`src/wwdt_regs.svh`:
```
`ifndef WWDT_REGS_SVH
`define WWDT_REGS_SVH
`define WWDT_CNT_W      15
`define WWDT_DIV_W      13
`define WWDT_TO_SEL_W   3
`define WWDT_DIV_SEL_W  4
`define WWDT_WIN_SEL_W  2
`define WWDT_TO_128     15'h0080
`define WWDT_TO_512     15'h0200
`define WWDT_TO_1024    15'h0400
`define WWDT_TO_2048    15'h0800
`define WWDT_TO_4096    15'h1000
`define WWDT_TO_8192    15'h2000
`define WWDT_TO_16384   15'h4000
`define WWDT_DIV_1      14'h0001
`define WWDT_DIV_4      14'h0004
`define WWDT_DIV_16     14'h0010
`define WWDT_DIV_32     14'h0020
`define WWDT_DIV_64     14'h0040
`define WWDT_DIV_128    14'h0080
`define WWDT_DIV_256    14'h0100
`define WWDT_DIV_512    14'h0200
`define WWDT_DIV_2048   14'h0800
`define WWDT_DIV_8192   14'h2000
`define WWDT_AUTO_TO    3'h6
`define WWDT_AUTO_DIV   4'h9
`define WWDT_AUTO_WS    2'h3
`define WWDT_AUTO_WE    2'h3
`define WWDT_AUTO_RST   1'b1
`define WWDT_AUTO_HALT  1'b0
`endif
```
`src/wwdt_pkg.sv`:
```
package wwdt_pkg;
  typedef enum logic [2:0] {
    WWDT_IDLE = 3'b001,
    WWDT_RUN  = 3'b010,
    WWDT_HALT = 3'b100
  } wwdt_state_t;
endpackage : wwdt_pkg

```
`src/wwdt_core.sv`:
```
`timescale 1ns/100ps
`default_nettype none
`include "wwdt_regs.svh"
module wwdt_core
  import wwdt_pkg::*;
(
  input  wire logic                       ref_clk,
  input  wire logic                       rst,
  input  wire logic                       autoStart,
  input  wire logic                       cfgWrite,
  input  wire logic [`WWDT_TO_SEL_W-1:0]  cfgTimeout,
  input  wire logic [`WWDT_DIV_SEL_W-1:0] cfgDivider,
  input  wire logic [`WWDT_WIN_SEL_W-1:0] cfgWinStart,
  input  wire logic [`WWDT_WIN_SEL_W-1:0] cfgWinEnd,
  input  wire logic                       cfgResetSel,
  input  wire logic                       cfgHaltSleep,
  input  wire logic                       startCount,
  input  wire logic                       refresh,
  input  wire logic                       sleepMode,
  input  wire logic                       clrUnderflow,
  input  wire logic                       clrRefreshErr,
  output logic                            underflowFlag,
  output logic                            refreshErrFlag,
  output logic      [`WWDT_CNT_W-1:0]     counterValue,
  output logic      [`WWDT_DIV_W:0]       divRatio,
  output logic      [`WWDT_CNT_W-1:0]     timeoutTicks,
  output logic                            counting,
  output logic                            nmiReq,
  output logic                            resetReq
);
  wwdt_state_t                 state_reg;
  wwdt_state_t                 state_next;
  logic [`WWDT_TO_SEL_W-1:0]   toSel_reg;
  logic [`WWDT_DIV_SEL_W-1:0]  divSel_reg;
  logic [`WWDT_WIN_SEL_W-1:0]  wsSel_reg;
  logic [`WWDT_WIN_SEL_W-1:0]  weSel_reg;
  logic                        rstSel_reg;
  logic                        haltSel_reg;
  logic                        cfgLocked_reg;
  logic                        autoDone_reg;
  logic [`WWDT_CNT_W-1:0]      cnt_reg;
  logic [`WWDT_CNT_W-1:0]      cnt_next;
  logic                        unf_reg;
  logic                        rfe_reg;
  logic                        nmi_reg;
  logic                        rreq_reg;
  logic [`WWDT_CNT_W-1:0]      period;
  logic [`WWDT_CNT_W-1:0]      winHigh;
  logic [`WWDT_CNT_W-1:0]      winLow;
  logic                        run;
  logic                        tick;
  logic                        inWindow;
  logic                        goodRefresh;
  logic                        badRefresh;
  logic                        underflow;
  logic                        errEvent;
  logic                        restart;

  always_comb begin
    unique case (toSel_reg)
      3'h0:    period = `WWDT_TO_128;
      3'h1:    period = `WWDT_TO_512;
      3'h2:    period = `WWDT_TO_1024;
      3'h3:    period = `WWDT_TO_2048;
      3'h4:    period = `WWDT_TO_4096;
      3'h5:    period = `WWDT_TO_8192;
      default: period = `WWDT_TO_16384;
    endcase
  end

  always_comb begin
    unique case (wsSel_reg)
      2'h0: winHigh = period - (period >> 2);
      2'h1: winHigh = period >> 1;
      2'h2: winHigh = period >> 2;
      2'h3: winHigh = '0;
    endcase
  end

  always_comb begin
    unique case (weSel_reg)
      2'h0: winLow = period - (period >> 2);
      2'h1: winLow = period >> 1;
      2'h2: winLow = period >> 2;
      2'h3: winLow = '0;
    endcase
  end

  // Start percent counts elapsed; remaining count must be at or below it
  assign inWindow = (cnt_reg <= winHigh) && (cnt_reg >= winLow)
                    && (winHigh != '0 || cnt_reg == '0);
  assign counting    = (state_reg == WWDT_RUN);
  assign run         = counting && !(haltSel_reg && sleepMode);
  assign goodRefresh = counting && refresh && inWindow;
  assign badRefresh  = counting && refresh && !inWindow;
  assign underflow   = run && tick && (cnt_reg == '0) && !refresh;
  assign errEvent    = underflow || badRefresh;
  assign restart     = goodRefresh || errEvent || (state_reg != WWDT_RUN);

  wwdt_prescaler u_prescaler (
    .ref_clk (ref_clk),
    .rst     (rst),
    .run     (run),
    .restart (restart),
    .divSel  (divSel_reg),
    .tick    (tick),
    .ratio   (divRatio)
  );

  always_ff @(posedge ref_clk or posedge rst) begin
    if (rst) begin
      toSel_reg     <= `WWDT_AUTO_TO;
      divSel_reg    <= `WWDT_AUTO_DIV;
      wsSel_reg     <= `WWDT_AUTO_WS;
      weSel_reg     <= `WWDT_AUTO_WE;
      rstSel_reg    <= `WWDT_AUTO_RST;
      haltSel_reg   <= `WWDT_AUTO_HALT;
      cfgLocked_reg <= 1'b0;
    end else if (cfgWrite && !cfgLocked_reg && state_reg == WWDT_IDLE) begin
      toSel_reg     <= cfgTimeout;
      divSel_reg    <= cfgDivider;
      wsSel_reg     <= cfgWinStart;
      weSel_reg     <= cfgWinEnd;
      rstSel_reg    <= cfgResetSel;
      haltSel_reg   <= cfgHaltSleep;
      cfgLocked_reg <= 1'b1;
    end
  end

  // Strap sampled once after reset release
  always_ff @(posedge ref_clk or posedge rst) begin
    if (rst) begin
      autoDone_reg <= 1'b0;
    end else begin
      autoDone_reg <= 1'b1;
    end
  end

  always_comb begin
    state_next = state_reg;
    unique case (state_reg)
      WWDT_IDLE: begin
        if ((!autoDone_reg && autoStart) || startCount) begin
          state_next = WWDT_RUN;
        end
      end
      WWDT_RUN: begin
        if (errEvent && rstSel_reg) begin
          state_next = WWDT_HALT;
        end
      end
      WWDT_HALT: state_next = WWDT_HALT;
      default:   state_next = WWDT_IDLE;
    endcase
  end

  always_ff @(posedge ref_clk or posedge rst) begin
    if (rst) begin
      state_reg <= WWDT_IDLE;
    end else begin
      state_reg <= state_next;
    end
  end

  always_comb begin
    cnt_next = cnt_reg;
    if (state_reg != WWDT_RUN || goodRefresh || errEvent) begin
      cnt_next = period - 15'h0001;
    end else if (run && tick) begin
      cnt_next = cnt_reg - 15'h0001;
    end
  end

  always_ff @(posedge ref_clk or posedge rst) begin
    if (rst) begin
      cnt_reg <= '0;
    end else begin
      cnt_reg <= cnt_next;
    end
  end

  // Sticky flags, set wins over clear
  always_ff @(posedge ref_clk or posedge rst) begin
    if (rst) begin
      unf_reg <= 1'b0;
    end else if (underflow) begin
      unf_reg <= 1'b1;
    end else if (clrUnderflow) begin
      unf_reg <= 1'b0;
    end
  end

  always_ff @(posedge ref_clk or posedge rst) begin
    if (rst) begin
      rfe_reg <= 1'b0;
    end else if (badRefresh) begin
      rfe_reg <= 1'b1;
    end else if (clrRefreshErr) begin
      rfe_reg <= 1'b0;
    end
  end

  always_ff @(posedge ref_clk or posedge rst) begin
    if (rst) begin
      nmi_reg  <= 1'b0;
      rreq_reg <= 1'b0;
    end else begin
      nmi_reg  <= errEvent && !rstSel_reg;
      rreq_reg <= rreq_reg || (errEvent && rstSel_reg);
    end
  end

  assign underflowFlag  = unf_reg;
  assign refreshErrFlag = rfe_reg;
  assign counterValue   = cnt_reg;
  assign timeoutTicks   = period;
  assign nmiReq         = nmi_reg;
  assign resetReq       = rreq_reg;
endmodule : wwdt_core
`default_nettype wire

```
`src/wwdt_prescaler.sv`:
```
`timescale 1ns/100ps
`default_nettype none
`include "wwdt_regs.svh"
module wwdt_prescaler (
  input  wire logic                       ref_clk,
  input  wire logic                       rst,
  input  wire logic                       run,
  input  wire logic                       restart,
  input  wire logic [`WWDT_DIV_SEL_W-1:0] divSel,
  output logic                            tick,
  output logic      [`WWDT_DIV_W:0]       ratio
);
  logic [`WWDT_DIV_W-1:0] preCnt_reg;
  logic [`WWDT_DIV_W-1:0] preCnt_next;
  always_comb begin
    unique case (divSel)
      4'h0:    ratio = `WWDT_DIV_1;
      4'h1:    ratio = `WWDT_DIV_4;
      4'h2:    ratio = `WWDT_DIV_16;
      4'h3:    ratio = `WWDT_DIV_32;
      4'h4:    ratio = `WWDT_DIV_64;
      4'h5:    ratio = `WWDT_DIV_128;
      4'h6:    ratio = `WWDT_DIV_256;
      4'h7:    ratio = `WWDT_DIV_512;
      4'h8:    ratio = `WWDT_DIV_2048;
      default: ratio = `WWDT_DIV_8192;
    endcase
  end
  assign tick = run && ({1'b0, preCnt_reg} == ratio - 14'h0001);
  always_comb begin
    preCnt_next = preCnt_reg;
    if (restart || tick) begin
      preCnt_next = '0;
    end else if (run) begin
      preCnt_next = preCnt_reg + 13'h0001;
    end
  end
  always_ff @(posedge ref_clk or posedge rst) begin
    if (rst) begin
      preCnt_reg <= '0;
    end else begin
      preCnt_reg <= preCnt_next;
    end
  end
endmodule : wwdt_prescaler
`default_nettype wire

```
`config.mk`:
```
export PLATFORM = sky130hd
export DESIGN_NAME = wwdt_core
export DESIGN_NICKNAME = d
export VERILOG_FILES = /design/src/wwdt_pkg.sv /design/src/wwdt_core.sv /design/src/wwdt_prescaler.sv
export VERILOG_INCLUDE_DIRS = /design/src
export SDC_FILE = /design/constraint.sdc
export NUM_CORES = 1
export LEC_CHECK = 0
export ABC_AREA = 1
export BUFFER_PORTS_ARGS = -buffer_cell sky130_fd_sc_hd__buf_2
export CAP_MARGIN = 10
export CELL_PAD_IN_SITES_DETAIL_PLACEMENT = 0
export CELL_PAD_IN_SITES_GLOBAL_PLACEMENT = 1
export CORE_ASPECT_RATIO = 1.25
export CORE_MARGIN = 2
export CORE_UTILIZATION = 37
export CTS_CLUSTER_DIAMETER = 40
export DETAILED_ROUTE_END_ITERATION = 8
export GPL_ROUTABILITY_DRIVEN = 1
export HOLD_SLACK_MARGIN = 0.05
export PLACE_DENSITY_LB_ADDON = 0.05
export SYNTH_ARGS = -nofsm -noshare
export SYNTH_HDL_FRONTEND = slang
export SYNTH_HIERARCHICAL = 1
export SYNTH_SLANG_ARGS = --single-unit
export TNS_END_PERCENT = 1
```
`constraint.sdc`:
```
create_clock -name ref_clk -period 3.4 [get_ports ref_clk]
set_input_delay 0.34 -clock ref_clk [delete_from_list [all_inputs] [get_ports ref_clk]]
set_output_delay 0.34 -clock ref_clk [all_outputs]
set_load 0.005 [all_outputs]
```
== After elaboration in Yosys (flattened, before gate mapping) ==
Memories as Yosys holds them, arrays and structs flattened.
Cells that the tools add are included.

* Magnitude comparators: 2
* Add/subtract/negate cells: 5
* Reductions and logical operators: 41
* Equality and inequality tests: 18
* Mux-type cells: 14

{| class="wikitable"
|+ Operators with widths
! operator !! count
|-
| 15-bit case mux with 4 select lines || 2
|-
| 15-bit case mux with 6 select lines || 1
|-
| 15-bit 2-to-1 mux || 2
|-
| 15-bit by 1-bit subtractor with 15-bit output, second input constant || 2
|-
| 13-bit 2-to-1 mux || 2
|-
| 1-bit logical AND || 16
|-
| 15-bit >= comparator || 1
|-
| 15-bit less-or-equal comparator || 1
|-
| 15-bit zero test || 1
|-
| 15-bit nonzero test || 1
|-
| 15-bit by 13-bit subtractor with 15-bit output || 1
|-
| 13-bit by 14-bit == test with 1-bit output || 1
|-
| 14-bit by 1-bit subtractor with 14-bit output, second input constant || 1
|-
| 13-bit by 1-bit adder with 13-bit output, second input constant || 1
|-
| 3-bit by 2-bit == test with 1-bit output, second input constant || 3
|-
| 3-bit == test, second input constant || 3
|-
| 1-bit logical OR || 9
|-
| 3-bit case mux with 3 select lines || 1
|-
| 2-bit == test, second input constant || 4
|-
| 2-bit nonzero test || 4
|-
| 3-bit by 1-bit == test with 1-bit output, second input constant || 2
|-
| 1-bit zero test || 6
|-
| 3-bit 2-to-1 mux || 2
|-
| 2-bit by 1-bit == test with 1-bit output, second input constant || 2
|-
| 6 further kinds || 11
|}

* Bits of input ports: 22
* Bits in read-only memories: 160
* Memories: 1
* Output and inout bits: 49
* Bits in registers: 50

{| class="wikitable"
|+ Memory list
! memory !! depth !! bits a word !! read ports !! clocked after Yosys merged registers in !! wr ports !! RTL line !! RTL
|-
| (name not given) || 16 || 10 || 1 || 0 || 0 || wwdt_prescaler.sv:16 || <nowiki>unique case (divSel)</nowiki>
|}

== Longest topological paths before layout ==
Gate-level depths: netlist (run 1).

* Depth after elaboration: 14
* Depth in mapped cells: 30

== By module ==
Netlist (run 1), hierarchy kept.

{| class="wikitable"
|+ By module, submodules not included
! module !! times used !! seq. area each (um2) !! area an instance (um2) !! cells an instance
|-
| wwdt_core || 1 || 938.4 || 3099.2 || 422
|-
| wwdt_prescaler || 1 || 325.3 || 1106.1 || 171
|}

== Least setup slack after synthesis (run 1) ==
OpenSTA, ideal clock, no wires.

* Kind: reg2reg
* Start point: register divSel_reg[0]
* End point: register cnt_reg[8], in the netlist counterValue[8]
* Clock period less this slack: 3.274 ns
* Path buffers: 1
* Cell stages (with the launch flop): 28
* Data required time: 3.276 ns
* Path slack: 0.126 ns
* Arrival time: 3.149 ns
* Library setup time: 0.124 ns
* Cell sequence: dfstp_2 > inv_1 > nor2_1 > inv_1 > nor2_1 > inv_1 > ha_1 > inv_1 > nand2_1 > nand2_1 > nor2_1 > nor2_1 > nand3_1 > nor2_1 > nand3_2 > nor2_1 > nand4_2 > nor2_2 > nand2_4 > nand2_4 > buf_6 > nor2_1 > inv_1 > ha_1 > nand4_1 > nor2_2 > nand2_1 > xor2_1

* Word-level cells in the longest chain between the ends: 10
* Elaborated cells on any way between the ends: 11

{| class="wikitable"
|+ RTL lines
! what !! RTL line !! RTL
|-
| from (decl) || wwdt_core.sv:34 || <nowiki>logic [`WWDT_DIV_SEL_W-1:0] divSel_reg;</nowiki>
|-
| from (signal assigned) || wwdt_core.sv:113 || <nowiki>divSel_reg <= `WWDT_AUTO_DIV;</nowiki>
|-
| from (signal assigned) || wwdt_core.sv:121 || <nowiki>divSel_reg <= cfgDivider;</nowiki>
|-
| memory 16 x 10 bit (*) || -- ||
|-
| net divRatio[2] || wwdt_core.sv:25 || <nowiki>output logic [`WWDT_DIV_W:0] divRatio,</nowiki>
|-
| 14-bit by 1-bit subtractor with 14-bit output (*) || wwdt_prescaler.sv:29 || <nowiki>assign tick = run && ({1'b0, preCnt_reg} == ratio - 14'h0001);</nowiki>
|-
| 13-bit by 14-bit == test with 1-bit output (*) || wwdt_prescaler.sv:29 ||
|-
| 1-bit logical AND (*) || wwdt_prescaler.sv:29 ||
|-
| net tick || wwdt_core.sv:51 || <nowiki>logic tick;</nowiki>
|-
| 1-bit logical AND (*) || wwdt_core.sv:96, wwdt_core.sv:169 ||
|-
| 1-bit logical AND (2 in series) || wwdt_core.sv:96 || <nowiki>assign underflow = run && tick && (cnt_reg == '0) && !refresh;</nowiki>
|-
| 1-bit logical OR || wwdt_core.sv:97 || <nowiki>assign errEvent = underflow || badRefresh;</nowiki>
|-
| 1-bit logical OR || wwdt_core.sv:167 || <nowiki>if (state_reg != WWDT_RUN || goodRefresh || errEvent) begin</nowiki>
|-
| 15-bit 2-to-1 mux or 2-bit nonzero test (tied branches) || -- ||
|-
| to (signal assigned) || wwdt_core.sv:178 || <nowiki>cnt_reg <= cnt_next;</nowiki>
|-
| to (decl) || wwdt_core.sv:41 || <nowiki>logic [`WWDT_CNT_W-1:0] cnt_reg;</nowiki>
|}

The timed path passes the listed nets; every way through them passes the cells marked *.
A chain may end at the register's enable or synchronous reset.

== Worst setup path after layout (run 1) ==
* Start point: register toSel_reg[2]
* End point: register state_reg[2]

* Word-level cells in the longest chain between the ends: 13
* Elaborated cells on any way between the ends: 22

{| class="wikitable"
|+ RTL lines
! what !! RTL line !! RTL
|-
| from (decl) || wwdt_core.sv:33 || <nowiki>logic [`WWDT_TO_SEL_W-1:0] toSel_reg;</nowiki>
|-
| from (signal assigned) || wwdt_core.sv:112 || <nowiki>toSel_reg <= `WWDT_AUTO_TO;</nowiki>
|-
| from (signal assigned) || wwdt_core.sv:120 || <nowiki>toSel_reg <= cfgTimeout;</nowiki>
|-
| 3-bit == test, or another cell as far along || wwdt_core.sv:60 || <nowiki>unique case (toSel_reg)</nowiki>
|-
| 15-bit case mux with 6 select lines (*) || wwdt_core.sv:60 ||
|-
| 15-bit by 13-bit subtractor with 15-bit output || wwdt_core.sv:73, wwdt_core.sv:82 ||
|-
| 15-bit case mux with 4 select lines (on tied branches) || wwdt_core.sv:72, wwdt_core.sv:81 ||
|-
| 15-bit less-or-equal comparator, or another cell as far along || wwdt_core.sv:90 || <nowiki>assign inWindow = (cnt_reg <= winHigh) && (cnt_reg >= winLow)</nowiki>
|-
| 1-bit logical AND or 1-bit logical OR (tied branches) || wwdt_core.sv:90, wwdt_core.sv:91 ||
|-
| 1-bit logical AND (*) || wwdt_core.sv:91 || <nowiki>&& (winHigh != '0 || cnt_reg == '0);</nowiki>
|-
| 1-bit zero test (*) || wwdt_core.sv:95 || <nowiki>assign badRefresh = counting && refresh && !inWindow;</nowiki>
|-
| 1-bit logical AND (*) || wwdt_core.sv:95 ||
|-
| 1-bit logical OR (*) || wwdt_core.sv:97 ||
|-
| 1-bit logical AND (*) || wwdt_core.sv:148 || <nowiki>if (errEvent && rstSel_reg) begin</nowiki>
|-
| 2-bit by 1-bit != test with 1-bit output (no line) (*) || -- ||
|-
| 2-bit AND reduction (no line) (*) || -- ||
|-
| to (signal assigned) || wwdt_core.sv:161 || <nowiki>state_reg <= state_next;</nowiki>
|-
| to (decl) || wwdt_core.sv:31 || <nowiki>wwdt_state_t state_reg;</nowiki>
|}

Mark *: on every way between the ends. The rest lies on a longest branch, timed or not.

==> impl_metrics.yaml, run 1 <==
sta:
  fmax_ghz: 0.3100
  grt_setup_unrepaired: "yes"
  finalCritPeriodShare_pct: 94.89
  hold_ws_ns: 0.07478
  slew_viol_final: 0
  worst_pin_slew_ns: 0.7572
  hold_violations: 0
  relSlewSlack_pct: 49.46
  setup_viol: 0
  skew_ns: 0.006226
  setup_ws_ns: 0.1737
  min_period_ns: 3.226
synthesis:
  synth_edf_count: 0
  ys_seq_area_share_pct: 30.05
  synthArstFlopShare_pct: 100.0
  synthDistinctLibCells: 42
  ys_ff_latch: 50
  syn_inst: 593
  synth-warning-count: 6
  synth-main-ff-cell: "dfrtp_1"
  syn_area_mm2: 0.004205
  synth_area_per_cell_um2: 7.092
detailed_routing:
  wire_per_inst_um: 13.87
  route.antenna.remaining_nets: 0
  wl_mm: 11.40
  drcViolationCount: 0
  vias: 3944
  dr.pass1.iters: 4
  drt_first_iter_violations: 105
  avgViaCountPerCell: 4.798
die:
  pin_count: 71
  fp.dieH_um: 123.2
  core-area_mm2: 0.01108
  dieArea_mm2: 0.01224
  placementRows: 43
  dieWidth_um: 99.36
  start_util_pct: 37.94
setup_path:
  cp-end-kind: "flop"
  arrival_ns: 3.42
  cp-start-kind: "flop"
  critPathKind: "reg2reg"
  cpMostUsedCell: "nand2_1"
  critPathMaxStageDelay_ns: 0.59
  critPathMaxFanout: 4
  critPathBufInv: 0
  cp_slowest_cell: "dfstp_2"
  crit_required_ns: 3.59
  critical_path.top_delay_family: "simple AND/OR/NAND/NOR gates"
  timing.reg2reg.setup_slack_ns: 0.17
layout:
  postLayoutCellArea_mm2: 0.005159
  drive_gt1_share_pct: 30.13
  largest_register_ffs: 15
  synthToLayoutAreaGrowth_pct: 22.67
  nets: 734
  diodes: 0
  fin_util_pct: 46.55
flow_run:
  cap_violations: 0
power_and_ir_drop:
  totalPowerFinal_mw: 2.471
  powerDensity_mw_per_mm2: 479.0
  peakVddDrop_mv: 0.3120
  leakage_nw: 2.633
global_routing:
  grt_max_degree: 21
  grt_pass1_vias: 3948
  grt_pass1_wl_mm: 18.86
  grtUsageTotal_pct: 19.30
  overflow: 0
  antenna_found_initial: 0
outcome:
  status: "finished clean"
placed_design:
  placed_area_mm2: 0.004782
  dpl_worst_slack_ns: 0.008463
  dp_hpwl_mm: 9.193
  port_buffers: 58
  place_congestion: 0.8763
hold_path:
  hold_class: "in2async"
clock_network:
  insertion_delay_ns: 0.30
  cts.sinks: 50
  cts-root-buf: "clkbuf_16"
  clk_path_buf_depth: 2
  cts_tree: "done"
  htree_levels: 2
  cts_made_buffers: 5
  hold_buffers: 0
  path_clk_slew_ns: 0.07
[synthesized netlist by cell type, types with 2 or more instances]
master,number,area share (%)
mux2_2,6,1.6
or2_2,2,0.30
inv_1,89,7.9
o21ai_2,2,0.42
o211ai_1,2,0.36
nor2_4,4,1.1
o22ai_1,2,0.30
o21ai_0,21,2.5
nor2_2,10,1.5
xnor2_1,2,0.42
o221ai_1,8,1.7
conb_1,3,0.27
xor2_1,21,4.4
nor2_1,62,5.5
nand4_1,10,1.5
nand2_4,2,0.54
buf_2,2,0.24
nand3_1,37,4.4
o21ai_1,2,0.24
nand3b_1,4,0.71
nand3_2,7,1.7
o21bai_1,2,0.36
nor3_2,2,0.48
buf_6,4,1.1
dfrtp_1,40,24
buf_4,12,2.1
inv_2,8,0.71
nand2_1,135,12
a21oi_1,25,3.0
nand2_2,12,1.8
nor3_1,8,0.95
a21oi_2,2,0.42
clkbuf_1,2,0.18
ha_1,26,7.7
dfstp_2,10,6.2
[through the flow]
step,instances,TNS [ns]
3_5_place_dp,807,0
5_1_grt,822,-0.3533
4_1_cts,815,0
3_3_place_gp,807,0
2_1_floorplan,603,0
6_report,822,0
[per-layer routing]
layer	vias up	routed length (um)	part of all wire (%)	global-route usage, %
li1	2054	-	-	-
met3	16	328	2.9	2.770
met2	69	5643	49	33.91
met4	0	238	2.1	7.534
met5	-	0	0	0
met1	1805	5193	46	23.86
[worst paths after layout]
| kind | start | end | depth (start not counted) |
|---|---|---|---|
| setup / recovery | toSel_reg[2] | state_reg[2] | 26 |
| hold / removal | rst | u_prescaler/preCnt_reg[0] | 2 |
| setup reg to reg | toSel_reg[2] | state_reg[2] | 26 |
| hold reg to reg | cfgLocked_reg | cfgLocked_reg | 2 |
| max in group asynchronous | rst | rstSel_reg | 3 |
| min in group ref_clk | clrUnderflow | underflowFlag | 2 |
[kinds of logic (layout without fill, tap and decap cells)]
| logic type | count (synthesis) | after routing | synth area share [%] |
|---|---|---|---|
| buffers and inverters | 118 | 202 | 12.41 |
| muxes | 7 | 7 | 1.845 |
| and+or+nand+nor | 298 | 298 | 33.06 |
| adders and majority gates | 26 | 26 | 7.736 |
| AOI/OAI and AO/OA | 68 | 68 | 9.848 |
| DFF | 50 | 50 | 30.05 |
| xor gates and xnor gates | 23 | 23 | 4.790 |
| other | 3 | 13 | 0.2678 |
[final cells by class]
type	count	area, um2
Clock inverter	2	17.52
Clock buffer	6	138.9
Inverter	98	374.1
Tap cell	135	168.9
Fill cell	1179	5924
Sequential cell	50	1264
Timing Repair Buffer	96	595.6
Multi-Input combinational cell	435	2600
[cells in the final DEF, fill, tap and decap left out, drive strengths merged]
| cell type | n |
|---|---|
| or2 | 3 |
| nor3 | 10 |
| mux2 | 6 |
| clkinv | 3 |
| nand3b | 4 |
| inv | 97 |
| o211ai | 2 |
| o22ai | 2 |
| xnor2 | 2 |
| dfstp | 10 |
| conb | 13 |
| clkbuf | 6 |
| nand3 | 44 |
| nand2 | 149 |
| mux2i | 1 |
| o221ai | 8 |
| o21a | 1 |
| xor2 | 21 |
| buf | 96 |
| ha | 26 |
| and3 | 1 |
| dfrtp | 40 |
| o21ai | 25 |
| nor2 | 76 |
| nand4 | 11 |
| o21bai | 3 |
| a21oi | 27 |
[where the power goes]
part	internal, mW	total, mW	leakage [nW]	switching (mW)
clock network	0.296	0.537	0.0770	0.240
logic	0.450	1.09	1.97	0.639
registers	0.701	0.845	0.588	0.144
[repair_timing]
action / in CTS / in global routing
setup endpoints to repair: 4 / 16
gates resized for setup: 2 / 49
buffers inserted: 0 / 7
gates cloned: 0 / 0
pin swaps: 0 / 22
Power figures use the tool's default switching activity.
==> run 2, diff against run 1 <==
--- a/config.mk
+++ b/config.mk
@@ -18,7 +18,7 @@
 export DETAILED_ROUTE_END_ITERATION = 8
 export GPL_ROUTABILITY_DRIVEN = 1
 export HOLD_SLACK_MARGIN = 0.05
-export PLACE_DENSITY_LB_ADDON = 0.05
+export PLACE_DENSITY = 0.78
 export SYNTH_ARGS = -nofsm -noshare
 export SYNTH_HDL_FRONTEND = slang
 export SYNTH_HIERARCHICAL = 1
==> impl_metrics.yaml, run 2 (same netlist as run 1, synthesis figures left out) <==
outcome:
  status: "finished clean"
global_routing:
  overflow: 0
  grt_max_degree: 38
  grt_pass1_wl_mm: 18.71
  antenna_found_initial: 0
  grt_pass1_vias: 4044
  grtUsageTotal_pct: 18.86
sta:
  grt_setup_unrepaired: "yes"
  skew_ns: 0.007308
  finalCritPeriodShare_pct: 97.91
  setup_viol: 0
  hold_violations: 0
  slew_viol_final: 0
  fmax_ghz: 0.3004
  setup_tns_ns: 0
  min_period_ns: 3.329
clock_network:
  cts_tree: "done"
  hold_buffers: 0
  path_clk_slew_ns: 0.07
  htree_levels: 2
  cts_made_buffers: 5
  cts.sinks: 50
  cts-root-buf: "clkbuf_16"
  insertion_delay_ns: 0.29
  clk_path_buf_depth: 2
layout:
  instances_no_fill: 824
  nets: 737
  final_common_cell: "nand2_1"
  diodes: 0
  postLayoutCellArea_mm2: 0.005161
  fin_util_pct: 46.57
  largest_register_ffs: 15
  most-common-layout-cells: "nand2_1, inv_1, buf_2"
  synthToLayoutAreaGrowth_pct: 22.73
  drive_gt1_share_pct: 29.90
power_and_ir_drop:
  comb_power_share_pct: 43.2
  switching_share_pct: 40.18
  p_switching_mw: 1.002
  powerDensity_mw_per_mm2: 483.2
  peakVddDrop_mv: 0.2959
  leakage_nw: 2.654
  totalPowerFinal_mw: 2.494
  power.share.clock_pct: 22.9
  seq_power_share_pct: 33.9
  internal_power_mw: 1.492
detailed_routing:
  wl_mm: 11.05
  vias: 4061
  wire_per_inst_um: 13.42
  drt_first_iter_violations: 133
  route.antenna.remaining_nets: 0
  drcViolationCount: 0
  dr.pass1.iters: 4
  avgViaCountPerCell: 4.928
setup_path:
  cp-end-kind: "flop"
  crit_required_ns: 3.59
  arrival_ns: 3.52
  critPathKind: "reg2reg"
  cp-start-kind: "flop"
  critPathMaxFanout: 3
die:
  pin_count: 71
  fp.dieH_um: 123.2
  placementRows: 43
  core-area_mm2: 0.01108
  dieWidth_um: 99.36
  start_util_pct: 37.94
  dieArea_mm2: 0.01224
placed_design:
  dp_hpwl_mm: 8.852
  place_congestion: 0.8880
  port_buffers: 58
  placed_area_mm2: 0.004805
  place_inst: 810
hold_path:
  hold_class: "in2async"
flow_run:
  cap_violations: 0
-- run 2: power by group through the flow --
stage	logic, mW	registers (mW)	clock network [mW]
floorplan	0.762	0.816	0
global placement	1.01	0.853	0
detailed placement	1.04	0.854	0
CTS	1.06	0.844	0.584
global route	1.26	0.861	0.612
finish	1.08	0.846	0.570
-- run 2: metal layers --
| metal | global-route usage (%) | vias to the layer above | part of all wire [%] |
|---|---|---|---|
| li1 | - | 2055 | - |
| met1 | 23.39 | 1893 | 44 |
| met2 | 33.83 | 87 | 50 |
| met3 | 1.979 | 26 | 3.7 |
| met4 | 6.935 | 0 | 2.9 |
| met5 | 0 | - | 0 |
-- run 2: final timing paths --
path	start	depth (start not counted)	endpoint	slack [ns]
worst max-delay path	toSel_reg[0]	26	state_reg[2]	0.07
worst min-delay path	rst	2	u_prescaler/preCnt_reg[1]	0.07
worst max register to register	toSel_reg[0]	26	state_reg[2]	0.07
worst min register to register	cfgLocked_reg	2	cfgLocked_reg	0.45
max in group asynchronous	rst	3	toSel_reg[2]	2.85
min in group ref_clk	clrUnderflow	2	underflowFlag	0.23
-- run 2: timing repair --
item | CTS | global route
pin swaps | 6 | 15
endpoints found under the setup margin | 11 | 17
buffers inserted | 2 | 5
gates resized for setup | 6 | 36
endpoints found under the hold margin | 0 | 0
-- run 2: layout make-up --
type	count	area, um2
Timing Repair Buffer	99	613.1
Sequential cell	50	1264
Fill cell	1139	5922
Clock inverter	2	38.79
Clock buffer	5	125.1
Tap cell	135	168.9
Inverter	98	371.6
Multi-Input combinational cell	435	2580
-- run 2: metrics by stage --
step / hold WS, ns / setup WS (ns)
detailed placement: 0.4045 / -0.07536
finish: 0.07087 / 0.07119
global route: 0.1198 / -0.2295
global placement: 0.3919 / -0.01668
floorplan: 0.2170 / 0.1263
CTS: 0.08657 / -0.007556
-- run 2: worst max-delay path, cell delays in order, from the launching register on --
cell and delay (ns):
dfrtp_1 0.40, buf_4 0.15, nor3_2 0.16, ha_1 0.28, o21ai_2 0.07, a21oi_2 0.07, nand2_1 0.07, nand2_2 0.06
nand2_2 0.06, nand2_2 0.08, a21oi_2 0.18, or2_1 0.15, nand3_1 0.08, nand2_1 0.07, inv_1 0.04, ha_1 0.28
nand4_1 0.11, nor3_2 0.24, nand2_1 0.08, nand2_1 0.07, nand2_1 0.06, o21bai_1 0.18, nand2_1 0.07, nand2_1 0.08
nand2_1 0.06, nand2_1 0.06, nor2_1 0.04
==> run 3, diff against run 2 <==
--- a/config.mk
+++ b/config.mk
@@ -9,7 +9,7 @@
 export ABC_AREA = 1
 export BUFFER_PORTS_ARGS = -buffer_cell sky130_fd_sc_hd__buf_2
 export CAP_MARGIN = 10
-export CELL_PAD_IN_SITES_DETAIL_PLACEMENT = 0
+export CELL_PAD_IN_SITES_DETAIL_PLACEMENT = 1
 export CELL_PAD_IN_SITES_GLOBAL_PLACEMENT = 1
 export CORE_ASPECT_RATIO = 1.25
 export CORE_MARGIN = 2
@@ -18,7 +18,9 @@
 export DETAILED_ROUTE_END_ITERATION = 8
 export GPL_ROUTABILITY_DRIVEN = 1
 export HOLD_SLACK_MARGIN = 0.05
+export MAX_ROUTING_LAYER = met4
 export PLACE_DENSITY = 0.78
+export SLEW_MARGIN = 20
 export SYNTH_ARGS = -nofsm -noshare
 export SYNTH_HDL_FRONTEND = slang
 export SYNTH_HIERARCHICAL = 1
==> impl_metrics.yaml, run 3 (same netlist as run 1, synthesis figures left out) <==
sta:
  hold_ws_ns: 0.08791
  hold_violations: 0
  setup_tns_ns: -0.006074
  slew_viol_final: 0
  setup_ws_ns: -0.006074
  grt_setup_unrepaired: "yes"
  min_period_ns: 3.406
  setup_viol: 1
  finalCritPeriodShare_pct: 100.2
  worst_pin_slew_ns: 0.5384
  relSlewSlack_pct: 64.07
  fmax_ghz: 0.2936
  skew_ns: 0.01274
detailed_routing:
  wire_per_inst_um: 15.72
  avgViaCountPerCell: 5.070
  drt_first_iter_violations: 133
  vias: 4198
  wl_mm: 13.02
  route.antenna.remaining_nets: 0
  dr.pass1.iters: 4
  drcViolationCount: 0
layout:
  diodes: 0
  most-common-layout-cells: "nand2_1, inv_1, buf_2"
  postLayoutCellArea_mm2: 0.005239
  nets: 740
  drive_gt1_share_pct: 31.02
  largest_register_ffs: 15
  final_common_cell: "nand2_1"
  synthToLayoutAreaGrowth_pct: 24.58
  fin_util_pct: 47.27
setup_path:
  critPathKind: "reg2reg"
  critPathMaxFanout: 6
  critPathBufInv: 4
  critical_path.top_delay_family: "simple AND/OR/NAND/NOR gates"
  crit_required_ns: 3.59
  cp-end-kind: "flop"
  cp_slowest_cell: "dfstp_2"
  arrival_ns: 3.59
  cp-start-kind: "flop"
  cpMostUsedCell: "nand2_1"
  critPathMaxStageDelay_ns: 0.64
clock_network:
  htree_levels: 2
  cts.sinks: 50
  cts_made_buffers: 5
  clk_path_buf_depth: 2
  hold_buffers: 0
  cts_tree: "done"
  path_clk_slew_ns: 0.07
  cts-root-buf: "clkbuf_16"
  insertion_delay_ns: 0.30
power_and_ir_drop:
  peakVddDrop_mv: 0.2645
  leakage_nw: 2.663
  powerDensity_mw_per_mm2: 478.3
die:
  pin_count: 71
  start_util_pct: 37.94
  dieArea_mm2: 0.01224
  core-area_mm2: 0.01108
  fp.dieH_um: 123.2
  placementRows: 43
  dieWidth_um: 99.36
flow_run:
  cap_violations: 0
global_routing:
  overflow: 0
  antenna_found_initial: 0
  grt_max_degree: 38
  grt_pass1_wl_mm: 21.52
  grtUsageTotal_pct: 22.74
  grt_pass1_vias: 4453
placed_design:
  port_buffers: 58
  placed_area_mm2: 0.004820
  dpl_worst_slack_ns: -0.1461
  place_congestion: 0.9170
  dp_hpwl_mm: 10.33
hold_path:
  hold_class: "in2async"
outcome:
  status: "finished, violations left"
  violations: "setup timing"
run 3: routing by layer:
metal  vias up  wire (um)  part of all wire (%)  global-route usage, %
met3        32        286                   2.2                  2.657
met2        78       6969                    54                  42.23
met4         0        358                   2.7                  8.562
met1      2035       5404                    42                  24.85
li1       2053          -                     -                      -
met5         -          0                     0                      -
run 3: worst paths after layout:
path	slack, ns	to	cells after the start	from
worst max-delay path	-0.006	state_reg[2]	26	toSel_reg[1]
worst min-delay path	0.09	u_prescaler/preCnt_reg[1]	2	rst
worst max register to register	-0.006	state_reg[2]	26	toSel_reg[1]
worst min register to register	0.47	cfgLocked_reg	2	cfgLocked_reg
max in group asynchronous	2.84	wsSel_reg[1]	3	rst
min in group ref_clk	0.23	underflowFlag	2	clrUnderflow
run 3: area by class of cell:
| type | count | area, um2 |
|---|---|---|
| timing repair buffer | 102 | 631.9 |
| clock inverter | 2 | 15.01 |
| clock buffer | 6 | 128.9 |
| multi-input combinational | 435 | 2661 |
| tap | 135 | 168.9 |
| fill | 1460 | 5844 |
| inverter | 98 | 369.1 |
| sequential | 50 | 1264 |
run 3: timing repair:
| item | 4_1_cts | 5_1_grt |
|---|---|---|
| pin swaps | 24 | 21 |
| endpoints found under the setup margin | 14 | 15 |
| gates cloned | 0 | 0 |
| buffers inserted | 5 | 4 |
| resized for setup | 25 | 29 |
run 3: report_power, final:
group	switching, mW	internal (mW)	leakage, nW
combinational	0.680	0.460	2.01
sequential	0.155	0.701	0.588
clock	0.236	0.274	0.0631
run 3: through the flow:
step	total power [mW]	cells
floorplan	1.578	603
global placement	1.867	812
detailed placement	1.930	812
CTS	2.505	824
global route	2.729	828
finish	2.506	828
